File: config.mk
export PLATFORM = sky130hd
export DESIGN_NAME = port_and_memory_bus_config
export DESIGN_NICKNAME = d
export VERILOG_FILES = /design/src/port_bus_pkg.sv /design/src/bus_cycle_seq.sv /design/src/port_and_memory_bus_config.sv
export SDC_FILE = /design/constraint.sdc
export NUM_CORES = 1
export LEC_CHECK = 0
export BUFFER_PORTS_ARGS = -buffer_cell sky130_fd_sc_hd__buf_2
export CAP_MARGIN = 10
export CORE_MARGIN = 3
export CORE_UTILIZATION = 34
export CTS_BUF_LIST = sky130_fd_sc_hd__clkbuf_16
export DETAILED_ROUTE_END_ITERATION = 8
export PLACE_DENSITY = 0.63
export SETUP_SLACK_MARGIN = 0.15
export SYNTH_ARGS = -nofsm -noshare
export SYNTH_HDL_FRONTEND = slang
export SYNTH_SLANG_ARGS = --single-unit
File: constraint.sdc
create_clock -name core_clk -period 1.9 [get_ports core_clk]
set_clock_uncertainty 0.1 [all_clocks]
set_input_delay 0.285 -clock core_clk [delete_from_list [all_inputs] [get_ports core_clk]]
set_output_delay 0.285 -clock core_clk [all_outputs]
set_load 0.01 [all_outputs]
File: src/port_bus_pkg.sv
package port_bus_pkg;

  // Register offsets on the plain register port.
  localparam int unsigned REG_AW = 4;
  localparam logic [3:0] OFS_NIB_DATA = 4'h0;
  localparam logic [3:0] OFS_BIT_DATA = 4'h1;
  localparam logic [3:0] OFS_FIX_DATA = 4'h2;
  localparam logic [3:0] OFS_NIB_MODE = 4'h3;
  localparam logic [3:0] OFS_BIT_DIR = 4'h4;
  localparam logic [3:0] OFS_PORT_CFG = 4'h5;
  localparam logic [3:0] OFS_BUS_CFG = 4'h6;
  localparam logic [3:0] OFS_HS_STAT = 4'h7;

  // Nibble mode codes, one field per nibble.
  localparam logic [1:0] NIB_IN = 2'h0;
  localparam logic [1:0] NIB_OUT = 2'h1;
  localparam logic [1:0] NIB_ADDR = 2'h2;
  localparam int unsigned NIB_LO_POS = 0;
  localparam int unsigned NIB_HI_POS = 2;

  // Port configuration bit positions.
  localparam int unsigned CFG_OPEN_DRAIN = 0;
  localparam int unsigned CFG_NIB_HS = 1;
  localparam int unsigned CFG_BIT_HS = 2;
  localparam int unsigned CFG_SERIAL = 3;
  localparam int unsigned CFG_DSEL = 4;
  localparam int unsigned CFG_TOUT_POS = 5;
  localparam int unsigned BUS_CFG_EXT = 0;

  // Timer output source codes.
  localparam logic [1:0] TOUT_OFF = 2'h0;
  localparam logic [1:0] TOUT_FIRST = 2'h1;
  localparam logic [1:0] TOUT_SECOND = 2'h2;
  localparam logic [1:0] TOUT_CLK = 2'h3;

  // Values after reset.
  localparam logic [3:0] NIB_MODE_RST_LOW = 4'h0;
  localparam logic [3:0] NIB_MODE_RST_HIGH = 4'hA;
  localparam logic [7:0] BIT_DIR_RST = 8'hFF;
  localparam logic [6:0] PORT_CFG_RST = 7'h00;
  localparam logic BUS_EXT_RST_LOW = 1'b1;
  localparam logic BUS_EXT_RST_HIGH = 1'b0;

  // Wait cycles added by extended bus timing.
  localparam int unsigned EXT_WAIT_CYCLES = 2;
  localparam logic [1:0] EXT_WAIT_LAST = 2'(EXT_WAIT_CYCLES - 1);

  typedef struct packed {
    logic [15:0] addr;
    logic [7:0] wdata;
    logic we;
    logic data_space;
  } mem_req_s;

endpackage

File: src/bus_cycle_seq.sv
`timescale 1ns/10ps
module bus_cycle_seq (
  // Clock and reset
  input wire logic core_clk,
  input wire logic arst_n,
  // Core request
  input wire logic req_valid,
  input port_bus_pkg::mem_req_s req,
  output logic req_ready,
  output logic done,
  output logic [7:0] rdata,
  // Timing selection
  input wire logic ext_timing,
  // Bus pins
  output logic addr_strobe_n,
  output logic data_strobe_n,
  output logic rw,
  output logic data_space_select_n,
  output logic [7:0] bus_out,
  output logic [7:0] bus_oe_n,
  input wire logic [7:0] bus_in,
  output logic [7:0] addr_hi
);
  import port_bus_pkg::*;

  typedef enum logic [2:0] {
    S_IDLE, S_ADDR, S_HOLD, S_DATA, S_WAIT, S_END
  } seq_state_e;

  seq_state_e state_q;
  mem_req_s cur_q;
  logic ext_q;
  logic [1:0] wait_q;
  logic data_phase;

  always_ff @(posedge core_clk or negedge arst_n) begin
    if (!arst_n) begin
      state_q <= S_IDLE;
      wait_q <= 2'h0;
    end else begin
      case (state_q)
        S_IDLE: if (req_valid) state_q <= S_ADDR;
        S_ADDR: state_q <= S_HOLD;
        S_HOLD: state_q <= S_DATA;
        S_DATA: begin
          if (ext_q) begin
            state_q <= S_WAIT;
            wait_q <= EXT_WAIT_LAST;
          end else begin
            state_q <= S_END;
          end
        end
        S_WAIT: begin
          if (wait_q == 2'h0) state_q <= S_END;
          else wait_q <= wait_q - 2'h1;
        end
        S_END: state_q <= S_IDLE;
        default: state_q <= S_IDLE;
      endcase
    end
  end

  // The request and the timing choice are frozen for the whole cycle.
  always_ff @(posedge core_clk or negedge arst_n) begin
    if (!arst_n) begin
      cur_q <= '0;
      ext_q <= 1'b0;
    end else if (state_q == S_IDLE && req_valid) begin
      cur_q <= req;
      ext_q <= ext_timing; // [RULE10] [RULE12]
    end
  end

  // Read data are taken while the data strobe is still low.
  always_ff @(posedge core_clk or negedge arst_n) begin
    if (!arst_n) begin
      rdata <= 8'h00;
    end else if (!cur_q.we && (state_q == S_DATA && !ext_q ||
                 state_q == S_WAIT && wait_q == 2'h0)) begin
      rdata <= bus_in;
    end
  end

  assign data_phase = state_q == S_DATA || state_q == S_WAIT ||
                      state_q == S_END;
  assign req_ready = state_q == S_IDLE;
  assign done = state_q == S_END;
  assign addr_strobe_n = !(state_q == S_ADDR); // [RULE19] [RULE2]
  assign data_strobe_n = !(state_q == S_DATA || state_q == S_WAIT); // [RULE20]
  assign rw = !(cur_q.we && state_q != S_IDLE); // [RULE21]
  assign data_space_select_n = !(cur_q.data_space && state_q != S_IDLE);
  // Low address lines, then data, on the same eight lines. [RULE1]
  assign bus_out = data_phase ? cur_q.wdata : cur_q.addr[7:0];
  // Outside a read data phase the lines are driven: address, or write data in a write data phase. [RULE3]
  assign bus_oe_n = {8{data_phase && !cur_q.we}};
  assign addr_hi = cur_q.addr[15:8];
endmodule

File: src/port_and_memory_bus_config.sv
// The plain strobed port and the register addresses were left to the implementer.
`timescale 1ns/10ps
// Functional notes
// RULE1: Mux bus port carries low address then data; no register, no handshake.
// RULE2: Bus cycles are sequenced by address/data strobe, read/write, space select.
// RULE3: After reset all mux bus lines drive address for both variants.
// RULE4: Nibble port lower nibble gives A8-A11; both nibbles give A8-A15.
// RULE5: With twelve address bits the upper nibble may stay ordinary I/O.
// RULE6: Nibble port handshake uses fixed port lines two and five.
// RULE7: Nibble handshake roles follow the upper nibble direction.
// RULE8: Low-boundary variant: nibble port floats as input until configured.
// RULE9: Software writes upper address first, then sets nibble address mode.
// RULE10: Low-boundary variant starts with two extra wait cycles, software clears.
// RULE11: High-boundary variant starts with nibble port driving A8-A15.
// RULE12: High-boundary variant starts in fast timing with no wait cycles.
// RULE13: Bit port lines have own direction; whole port may be open drain.
// RULE14: Bit port handshake on lines one and six, roles from bit seven.
// RULE15: Fixed port lines zero-three are inputs, four-seven outputs.
// RULE16: Serial enabled: line zero is serial in, line seven serial out.
// RULE17: Fixed port offers handshake, interrupt inputs, timer in/out, space select.
// RULE18: Line six may output first timer, second timer or internal clock.
// RULE19: Address strobe pulses low once per cycle; address valid at its end.
// RULE20: Data strobe goes low exactly once per external transfer.
// RULE21: Read/write is low for external writes and high otherwise.
// RULE22: Data space select may be routed to fixed port line four.
module port_and_memory_bus_config #(
  parameter bit LOW_BOUNDARY = 1'b1
) (
  // Clock and reset
  input wire logic core_clk,
  input wire logic arst_n,
  // Register port
  input wire logic [port_bus_pkg::REG_AW-1:0] reg_addr,
  input wire logic [7:0] reg_wdata,
  input wire logic reg_wr,
  input wire logic reg_rd,
  output logic [7:0] reg_rdata,
  // Core memory request
  input wire logic mem_req_valid,
  input port_bus_pkg::mem_req_s mem_req,
  output logic mem_req_ready,
  output logic mem_done,
  output logic [7:0] mem_rdata,
  // Companion functions
  input wire logic serial_tx_bit,
  output logic serial_rx_bit,
  output logic [3:0] ext_int_req_lines,
  output logic timer_in,
  input wire logic first_timer_out,
  input wire logic second_timer_out,
  input wire logic internal_clk,
  // Memory bus pins
  output logic addr_strobe_n,
  output logic data_strobe_n,
  output logic rw,
  input wire logic [7:0] mux_bus_port_in,
  output logic [7:0] mux_bus_port_out,
  output logic [7:0] mux_bus_port_oe_n,
  // Nibble port pins
  input wire logic [7:0] addr_nibble_port_in,
  output logic [7:0] addr_nibble_port_out,
  output logic [7:0] addr_nibble_port_oe_n,
  // Bit programmable port pins
  input wire logic [7:0] bit_io_port_in,
  output logic [7:0] bit_io_port_out,
  output logic [7:0] bit_io_port_oe_n,
  // Fixed direction port: lines 0-3 in, lines 4-7 out
  input wire logic [3:0] fixed_dir_port_in,
  output logic [3:0] fixed_dir_port_out
);
  import port_bus_pkg::*;

  localparam logic [3:0] NIB_MODE_RST =
    LOW_BOUNDARY ? NIB_MODE_RST_LOW : NIB_MODE_RST_HIGH;
  localparam logic BUS_EXT_RST =
    LOW_BOUNDARY ? BUS_EXT_RST_LOW : BUS_EXT_RST_HIGH;

  function automatic logic reg_hit(input logic [REG_AW-1:0] a,
                                   input logic [REG_AW-1:0] ofs);
    reg_hit = a == ofs;
  endfunction

  logic [7:0] nib_data_q;
  logic [7:0] bit_data_q;
  logic [3:0] fix_out_q;
  logic [3:0] nib_mode_q;
  logic [7:0] bit_dir_q;
  logic [6:0] port_cfg_q;
  logic ext_timing_q;
  logic nib_mode_set_q;
  logic [1:0] hs_pend_q;
  logic [7:0] hs_data_q [2];
  logic [1:0] hs_en;
  logic [1:0] hs_dir_out;
  logic [1:0] hs_in_line;
  logic [1:0] hs_out_line;
  logic [1:0] hs_wr;
  logic [1:0] hs_rd;
  logic [7:0] hs_port_in [2];
  logic [1:0] nib_lo_mode;
  logic [1:0] nib_hi_mode;
  logic [7:0] addr_hi;
  logic data_space_select_n;
  logic [1:0] tout_sel;
  logic tout_bit;
  logic [7:0] nib_rd;
  logic [7:0] bit_rd;
  logic wr_nib_data;
  logic wr_bit_data;
  logic wr_nib_mode;

  assign wr_nib_data = reg_wr && reg_hit(reg_addr, OFS_NIB_DATA);
  assign wr_bit_data = reg_wr && reg_hit(reg_addr, OFS_BIT_DATA);
  assign wr_nib_mode = reg_wr && reg_hit(reg_addr, OFS_NIB_MODE);

  // The mux bus port has no register of its own; only the sequencer owns it.
  bus_cycle_seq u_seq (
    .core_clk(core_clk),
    .arst_n(arst_n),
    .req_valid(mem_req_valid),
    .req(mem_req),
    .req_ready(mem_req_ready),
    .done(mem_done),
    .rdata(mem_rdata),
    .ext_timing(ext_timing_q),
    .addr_strobe_n(addr_strobe_n),
    .data_strobe_n(data_strobe_n),
    .rw(rw),
    .data_space_select_n(data_space_select_n),
    .bus_out(mux_bus_port_out),
    .bus_oe_n(mux_bus_port_oe_n),
    .bus_in(mux_bus_port_in),
    .addr_hi(addr_hi)
  ); // [RULE1] [RULE2]

  // Port output latches.
  always_ff @(posedge core_clk or negedge arst_n) begin
    if (!arst_n) begin
      nib_data_q <= 8'h00;
      bit_data_q <= 8'h00;
      fix_out_q <= 4'h0;
    end else begin
      if (wr_nib_data) nib_data_q <= reg_wdata;
      if (wr_bit_data) bit_data_q <= reg_wdata;
      if (reg_wr && reg_hit(reg_addr, OFS_FIX_DATA)) begin
        fix_out_q <= reg_wdata[7:4];
      end
    end
  end

  // Mode and configuration registers; nibble mode and bus timing reset values depend on the variant.
  always_ff @(posedge core_clk or negedge arst_n) begin
    if (!arst_n) begin
      nib_mode_q <= NIB_MODE_RST; // [RULE8] [RULE11]
      bit_dir_q <= BIT_DIR_RST;
      port_cfg_q <= PORT_CFG_RST;
      ext_timing_q <= BUS_EXT_RST; // [RULE10] [RULE12]
    end else begin
      if (wr_nib_mode) nib_mode_q <= reg_wdata[3:0];
      if (reg_wr && reg_hit(reg_addr, OFS_BIT_DIR)) bit_dir_q <= reg_wdata;
      if (reg_wr && reg_hit(reg_addr, OFS_PORT_CFG)) begin
        port_cfg_q <= reg_wdata[6:0];
      end
      if (reg_wr && reg_hit(reg_addr, OFS_BUS_CFG)) begin
        ext_timing_q <= reg_wdata[BUS_CFG_EXT];
      end
    end
  end

  // Remembers whether software has ever set the nibble port mode.
  always_ff @(posedge core_clk or negedge arst_n) begin
    if (!arst_n) nib_mode_set_q <= 1'b0;
    else if (wr_nib_mode) nib_mode_set_q <= 1'b1;
  end

  // Nibble port: each nibble is input, output or upper address.
  // Software must load the address latch before choosing address mode,
  // otherwise the routine running from floating lines is lost. [RULE9]
  assign nib_lo_mode = nib_mode_q[NIB_LO_POS +: 2];
  assign nib_hi_mode = nib_mode_q[NIB_HI_POS +: 2];
  assign addr_nibble_port_out[3:0] =
    nib_lo_mode == NIB_ADDR ? addr_hi[3:0] : nib_data_q[3:0]; // [RULE4]
  assign addr_nibble_port_out[7:4] =
    nib_hi_mode == NIB_ADDR ? addr_hi[7:4] : nib_data_q[7:4]; // [RULE5]
  assign addr_nibble_port_oe_n[3:0] =
    {4{!(nib_lo_mode == NIB_OUT || nib_lo_mode == NIB_ADDR)}}; // [RULE8]
  assign addr_nibble_port_oe_n[7:4] =
    {4{!(nib_hi_mode == NIB_OUT || nib_hi_mode == NIB_ADDR)}}; // [RULE5]

  // Bit port: per-line direction, 1 = input; open drain drives only zeros.
  assign bit_io_port_out = bit_data_q;
  assign bit_io_port_oe_n = bit_dir_q |
    ({8{port_cfg_q[CFG_OPEN_DRAIN]}} & bit_data_q); // [RULE13]

  // Handshake channels: index 0 serves the nibble port, 1 the bit port.
  assign hs_en[0] = port_cfg_q[CFG_NIB_HS]; // [RULE6]
  assign hs_en[1] = port_cfg_q[CFG_BIT_HS]; // [RULE14]
  assign hs_dir_out[0] = nib_hi_mode == NIB_OUT; // [RULE7]
  assign hs_dir_out[1] = !bit_dir_q[7]; // [RULE14]
  assign hs_in_line[0] = fixed_dir_port_in[2]; // [RULE6]
  assign hs_in_line[1] = fixed_dir_port_in[1]; // [RULE14]
  assign hs_wr = {wr_bit_data, wr_nib_data};
  assign hs_rd[0] = reg_rd && reg_hit(reg_addr, OFS_NIB_DATA);
  assign hs_rd[1] = reg_rd && reg_hit(reg_addr, OFS_BIT_DATA);
  assign hs_port_in[0] = addr_nibble_port_in;
  assign hs_port_in[1] = bit_io_port_in;

  // Output direction: a write raises pending, valid goes low until the
  // peer shows ready low. Input direction: valid low latches the pins and
  // holds ready high until software reads. A new event beats a clear.
  for (genvar c = 0; c < 2; c++) begin : g_hs
    always_ff @(posedge core_clk or negedge arst_n) begin
      if (!arst_n) begin
        hs_pend_q[c] <= 1'b0;
        hs_data_q[c] <= 8'h00;
      end else if (!hs_en[c]) begin
        hs_pend_q[c] <= 1'b0;
      end else if (hs_dir_out[c]) begin
        if (hs_wr[c]) hs_pend_q[c] <= 1'b1;
        else if (!hs_in_line[c]) hs_pend_q[c] <= 1'b0;
      end else begin
        if (!hs_in_line[c] && !hs_pend_q[c]) begin
          hs_pend_q[c] <= 1'b1;
          hs_data_q[c] <= hs_port_in[c];
        end else if (hs_rd[c]) begin
          hs_pend_q[c] <= 1'b0;
        end
      end
    end
    // Valid is active low when sending; ready is active high when receiving.
    assign hs_out_line[c] = hs_dir_out[c] ? !hs_pend_q[c] : hs_pend_q[c];
  end

  // Fixed direction port, lines 4-7, each either a latch bit or a function.
  assign tout_sel = port_cfg_q[CFG_TOUT_POS +: 2];
  always_comb begin
    case (tout_sel)
      TOUT_FIRST: tout_bit = first_timer_out; // [RULE18]
      TOUT_SECOND: tout_bit = second_timer_out;
      TOUT_CLK: tout_bit = internal_clk;
      default: tout_bit = fix_out_q[2];
    endcase
  end

  assign fixed_dir_port_out[0] = port_cfg_q[CFG_DSEL] ?
    data_space_select_n : fix_out_q[0]; // [RULE22]
  assign fixed_dir_port_out[1] = hs_en[0] ? hs_out_line[0] : fix_out_q[1];
  // Handshake takes line six over the timer output when both are chosen.
  assign fixed_dir_port_out[2] = hs_en[1] ? hs_out_line[1] : tout_bit;
  assign fixed_dir_port_out[3] = port_cfg_q[CFG_SERIAL] ?
    serial_tx_bit : fix_out_q[3]; // [RULE16]

  // Lines 0-3 are inputs only and fan out to their alternate users.
  assign serial_rx_bit = fixed_dir_port_in[0]; // [RULE16]
  assign ext_int_req_lines = fixed_dir_port_in; // [RULE17]
  assign timer_in = fixed_dir_port_in[1]; // [RULE17]

  // Read values of the two bidirectional ports.
  always_comb begin
    nib_rd[3:0] = nib_lo_mode == NIB_OUT ? nib_data_q[3:0] :
                  addr_nibble_port_in[3:0];
    nib_rd[7:4] = nib_hi_mode == NIB_OUT ? nib_data_q[7:4] :
                  addr_nibble_port_in[7:4];
    if (hs_en[0] && !hs_dir_out[0]) nib_rd = hs_data_q[0];
    bit_rd = (bit_dir_q & bit_io_port_in) | (~bit_dir_q & bit_data_q);
    if (hs_en[1] && !hs_dir_out[1]) bit_rd = hs_data_q[1];
  end

  // Read data stand only in the cycle after the strobe.
  always_ff @(posedge core_clk or negedge arst_n) begin
    if (!arst_n) begin
      reg_rdata <= 8'h00;
    end else if (!reg_rd) begin
      reg_rdata <= 8'h00;
    end else begin
      case (reg_addr)
        OFS_NIB_DATA: reg_rdata <= nib_rd;
        OFS_BIT_DATA: reg_rdata <= bit_rd;
        OFS_FIX_DATA: reg_rdata <= {fix_out_q, fixed_dir_port_in}; // [RULE15]
        OFS_NIB_MODE: reg_rdata <= {4'h0, nib_mode_q};
        OFS_BIT_DIR: reg_rdata <= bit_dir_q;
        OFS_PORT_CFG: reg_rdata <= {1'b0, port_cfg_q};
        OFS_BUS_CFG: reg_rdata <= {7'h00, ext_timing_q};
        OFS_HS_STAT: reg_rdata <= {6'h00, hs_pend_q};
        default: reg_rdata <= 8'h00;
      endcase
    end
  end
endmodule

======== Word level (Yosys, flattened, before mapping) ========
Cells that the tools add are included.
cells by class
  $add $sub $neg .......................... 1
  $mul .................................... 0
  div/mod/pow operators ................... 0
  order comparisons ....................... 0
  eq/ne operators ......................... 27
  shift operators ......................... 0
  multiplexer cells ....................... 35
  bitwise gates (word level) .............. 7
  reductions and logical operators ........ 49
operator list
  kind                                                                     count
  8-bit one-hot mux with 8 select lines                                    1
  8-bit two-way mux                                                        4
  8-bit AND                                                                3
  1-bit logical AND                                                        20
  1-bit two-way mux                                                        19
  4-bit by 3-bit equality test with 1-bit output, second input constant    4
  4-bit two-way mux                                                        4
  8-bit bitwise OR                                                         2
  3-bit one-hot mux with 5 select lines                                    1
  1-bit logical NOT                                                        13
  3-bit AND reduction                                                      3
  2-bit equality test, second input constant                               4
  4-bit by 2-bit equality test with 1-bit output, second input constant    2
  4-bit by 3-bit inequality test with 1-bit output, second input constant  2
  8-bit inverter                                                           1
  2-bit by 1-bit equality test with 1-bit output, second input constant    3
  3-bit by 2-bit equality test with 1-bit output, second input constant    2
  3-bit equality test, second input constant                               2
  3-bit two-way mux                                                        2
  2-bit inequality test, second input constant                             3
  2-bit AND reduction                                                      3
  1-bit logical OR                                                         5
  4-bit by 1-bit equality test with 1-bit output, second input constant    1
  4-bit logical NOT                                                        1
  other kinds (13)                                                         14
storage, ports and cells
  register bits ........................... 106
  bits in latches ......................... 0
  bits in writable memories ............... 0
  bits in read-only memories .............. 0
  bits of input ports ..................... 75
  word-level logic and storage cells ...... 139
  memories kept ........................... 0

======== Depth between registers and ports, before layout ========
  depth in word-level cells ............... 6
  gate-level depth with buffers ........... 8
  mapped depth without buffers ............ 6

======== Modules after synthesis ========
Synthesis repeated with hierarchy kept, for this count alone.
unflattened totals
  cell total of the unflattened synthesis .. 440
  area total of the unflattened synthesis .. 5,524.0 um^2
modules (own cells, without submodules)
  module                      instances  cells an instance  area each (um^2)
  port_and_memory_bus_config  1          306                3,621.0
  bus_cycle_seq               1          134                1,903.1

======== Worst setup path before layout ========
Ideal clock, no wire load.
  path type ............................... register to output
  from .................................... register u_seq.state_q[1]
  to ...................................... output mux_bus_port_oe_n[1]
  arrival ................................. 1.717 ns
  data required time ...................... 1.515 ns
  path slack .............................. -0.202 ns
  stages on the path, launching flop included .. 6
  path buffers ............................ 2
  path through ............................ dfrtp_1 clkbuf_1 nor2b_1 a21oi_1 a21oi_1 buf_4
on the way
  cells in the longest elaborated chain, start to end .. 4
  elaborated cells between the ends (all ways) .. 6
RTL lines
  item                                                                                   line                              text
  start: declaration                                                                     bus_cycle_seq.sv:30               seq_state_e state_q;
  start signal: assignment                                                               bus_cycle_seq.sv:38               state_q <= S_IDLE;
  start signal: assignment                                                               bus_cycle_seq.sv:42               S_IDLE: if (req_valid) state_q <= S_ADDR;
  start signal: assignment                                                               bus_cycle_seq.sv:43               S_ADDR: state_q <= S_HOLD;
  3-bit by 2-bit equality test with 1-bit output or 3-bit equality test (tied branches)  bus_cycle_seq.sv:84               assign data_phase = state_q == S_DATA || state_q == S_WAIT ||
  1-bit logical OR                                                                       bus_cycle_seq.sv:84
  1-bit logical OR *                                                                     bus_cycle_seq.sv:84
  1-bit logical AND *                                                                    bus_cycle_seq.sv:95               assign bus_oe_n = {8{data_phase && !cur_q.we}};
  end: declaration                                                                       port_and_memory_bus_config.sv:58  output logic [7:0] mux_bus_port_oe_n,
Every way passes the cells marked *; elsewhere a longest branch is shown, timed or not.

======== Worst setup path in the final report ========
  from .................................... register u_seq.state_q[2]
  to ...................................... output mux_bus_port_out[6]
on the way
  cells in the longest elaborated chain, start to end .. 4
  elaborated cells between the ends (all ways) .. 6
RTL lines
  item                                                                                   line                              text
  3-bit by 2-bit equality test with 1-bit output or 3-bit equality test (tied branches)  bus_cycle_seq.sv:84
  1-bit logical OR                                                                       bus_cycle_seq.sv:84
  1-bit logical OR *                                                                     bus_cycle_seq.sv:84
  8-bit two-way mux *                                                                    bus_cycle_seq.sv:93               assign bus_out = data_phase ? cur_q.wdata : cur_q.addr[7:0];
  end: declaration                                                                       port_and_memory_bus_config.sv:57  output logic [7:0] mux_bus_port_out,
Marked as above.

==> results.md <==
* Core ar. at 15400 sq um
* Yosys cell types at 44
* Register-to-Register Path Depth at 7
* Gr ovfl total at 0
* FILL cells at 1376
* WL final at 15.7 mm
* Crit-path cells: nor3b_4, a21oi_4, nand2_8, mux2_4, buf_6
* CP max stage delay at 0.45 ns
* Number of core rows at 45
* Post-synth EDFFs at 0
* Synthesized area at 5390 sq um
* Antenna Nets Post-Route at 0
* Synth top cells by count: dfrtp_1 (97), mux2_2 (93), nand2_1 (31)
* Crit start category: flop
* Maximum clock insertion buffer count at 2
* Sequential fraction of the synthesis area at 49.5%
* Hold path start: mem_req[6]
* H-tree levels at 3
* Worst-path fanout max at 8
* DR DRC count at 0
* Layout cell share with drive strength beyond 1 at 59.7%
* Pleak at 3.63 nW
* Clock sink count at 106
* Total number of vias at 4202
* Initial antenna violation count at 2
* Placed wire-length estimate at 11.1 mm
* Mapped Nets at 527
* Total Power at 10.8 mW
* Max Cap Viol at 0
* Met3 wire length at 1.05 mm
* Post-DP Area at 6550 sq um
* Largest area contributor in the netlist: dfrtp_1
* Synth Instances at 447
* Clock slew at reported path FFs at 0.07 ns
* Syn Area/Cell at 12.0 sq um
* RSZ-0062 raised after global routing: yes
* Footprint of the multi-input gates at 2750 sq um
* Ranking of synthesized cells by area: dfrtp_1 (45%), mux2_2 (19%), mux2i_1 (4.8%)
* Num CTS Buffers at 9
* WS Path Type: reg -> out
* Slew @ Worst Pin at 0.576 ns
* Design area at 7570 sq um
* I/O pin count at 154
* Drt via density at 4.95
* WP data arrival at 1.75 ns
* Final hold viol count at 0
* Yosys top cell area share at 45.1%
* Worst Hold End: u_seq.cur_q[6]
* Top sig layer: met5
* Clock Latency Late Sink at 0.36 ns
* Die Wd at 132 um
* Register area at 2670 sq um
* Outcome: finished, violations left
* Slowest cell on the critical path: dfrtp_2
* Setup ws final at -0.230 ns
* CTS Root Cell: clkbuf_16
* Vias in the first global route at 4525
* FF-to-FF Start: u_seq.state_q[0]
* Routed len/inst at 18.5 um
* Min Tclk post-route at 2.13 ns
* Hold depth at 2
* RePlAce Congestion at 0.832
* Power Dens Cells at 1430 nW/um^2
* Global-route usage over all layers at 17.9%
* Pins Over Slew Limit at 0
* Maximum VDD drop at 1.11 mV
* Setup violators final at 56
* Family with the most delay on the worst path: flip-flops
* FF-to-FF End: u_seq.cur_q[10]
* Async SR Flop Fraction at 100%
* Wire length on met2 at 7.73 mm
* WP data required at 1.51 ns
* Layout area overhead at 40.6%
* Post-layout nets at 712
* Period utilization at 112%
* Worst path bufs/invs at 1
* Starting DRT DRC Count at 211
* Slew HR at 61.6%
* Pin count of the biggest net entering global routing at 42
* Failing checks: negative setup slack
* Die height at 132 um
* Post-Route Utilization at 49.3%
* Worst Hold Class: in -> reg
* R2R setup slack at -0.14 ns
* M1 WL at 6.69 mm
* Drt pass-1 iters at 4
* CTS tree: built
* Die footprint at 17400 sq um
* Synthesis Warnings at 0
* Most common cell in the netlist: dfrtp_1
* Most used flip-flop cell after synthesis: dfrtp_1
* Setup crit end kind: output pin
* Max Clock Freq at 469 MHz
* Seq cells post-synth at 106
* Initial Util at 35.0%
* I/O Buffers at 153
* Global-route wire length before repair at 24.7 mm
[area by class of cell]
cell class / count / area share (%)
inverters: 17 / 0.876
well taps: 211 / 3.49
multi-input cells: 285 / 36.3
repair buffers: 213 / 19.9
clock inverters: 7 / 1.12
diodes: 1 / 0.0330
flip-flops and latches: 106 / 35.3
clock buffers: 9 / 2.97
[repair_timing]
action,CTS,global route
buffers inserted,21,4
pin swaps,13,10
gates cloned,2,1
endpoints found under the hold margin,33,0
hold buffers,1,0
setup endpoints to repair,71,87
gates resized for setup,68,34
[cells by family after synthesis]
group / synth area share, %
muxes: 26.9
DFF: 49.5
and+or+nand+nor: 7.85
AOI/OAI and AO/OA: 8.11
buffers and inverters: 5.99
adders and majority gates: 1.16
xor gates and xnor gates: 0.488
[worst max path at each step]
stage,start,end,slack [ns],depth (start not counted)
floorplan,u_seq.state_q[1],u_seq.addr_hi[0],0.007,7
global placement,u_seq.state_q[1],mux_bus_port_out[5],0.05,5
detailed placement,u_seq.state_q[1],mux_bus_port_out[3],-0.0009,5
CTS,u_seq.state_q[2],mux_bus_port_out[0],-0.22,5
global route,u_seq.state_q[1],mux_bus_port_out[3],-0.29,5
finish,u_seq.state_q[2],mux_bus_port_out[6],-0.23,5
[cell usage in the layout (no fill, tap or decap), types with 3 or more instances in the layout]
cell type	netlist	layout
mux2i_1	26	26
nand2b_1	6	5
nand3_1	7	5
buf_6	4	31
a21oi_1	12	9
o21ai_0	18	16
o211ai_1	12	12
o22ai_1	3	3
a21o_1	7	7
mux2_4	8	47
inv_1	17	14
ha_4	0	3
nand2_2	2	4
mux2_2	93	54
clkbuf_16	0	10
inv_2	0	3
nand2_1	31	27
dfstp_2	9	9
buf_4	20	38
buf_2	6	134
nor2_1	14	13
dfrtp_2	0	6
dfrtp_1	97	91
buf_12	0	5
a31oi_1	10	10
[worst register-to-register path, stage by stage (launching register included)]
cell     delay (ns)
dfrtp_2        0.45
buf_6          0.14
or3_4          0.41
inv_4          0.06
and2_4         0.19
buf_6          0.12
buf_12         0.11
mux2_2         0.34
[where the power goes]
| group | internal (mW) | switching, mW | total [mW] |
|---|---|---|---|
| Sequential | 3.12 | 0.667 | 3.79 |
| Combinational | 3.01 | 2.03 | 5.04 |
| Clock | 1.14 | 0.853 | 2.00 |
| Total | 7.27 | 3.55 | 10.8 |
[state kept, by name, summed over array words and instances (netlist names)]
signal           flops
reg_rdata            8
u_seq.state_q        3
u_seq.cur_q         18
hs_data_q           16
nib_mode_q           4
hs_pend_q            2
u_seq.wait_q         2
nib_data_q           8
u_seq.rdata          8
bit_dir_q            8
port_cfg_q           7
bit_io_port_out      8
ext_timing_q         1
u_seq.addr_hi        8
u_seq.ext_q          1
fix_out_q            4
[metrics by stage]
| stage | instances | TNS, ns | hold WS, ns | worst slack, ns |
|---|---|---|---|---|
| 6_report | 849 | -7.51 | 0.0537 | -0.230 |
| 5_1_grt | 848 | -10.52 | 0.0390 | -0.288 |
| 4_1_cts | 843 | -5.19 | 0.0392 | -0.216 |
| 3_5_place_dp | 803 | -0.00139 | 0.220 | -0.000927 |
| 3_3_place_gp | 803 | 0 | 0.206 | 0.0470 |
| 2_1_floorplan | 447 | 0 | -0.111 | 0.00660 |
[layer usage]
| metal | track usage [%] | up-vias |
|---|---|---|
| met3 | 5.76 | 19 |
| met4 | 4.49 | 4 |
| li1 | - | 1952 |
| met5 | 0 | - |
| met1 | 22.5 | 2094 |
| met2 | 30.0 | 133 |
No activity file was read; power rests on OpenSTA's default activity.
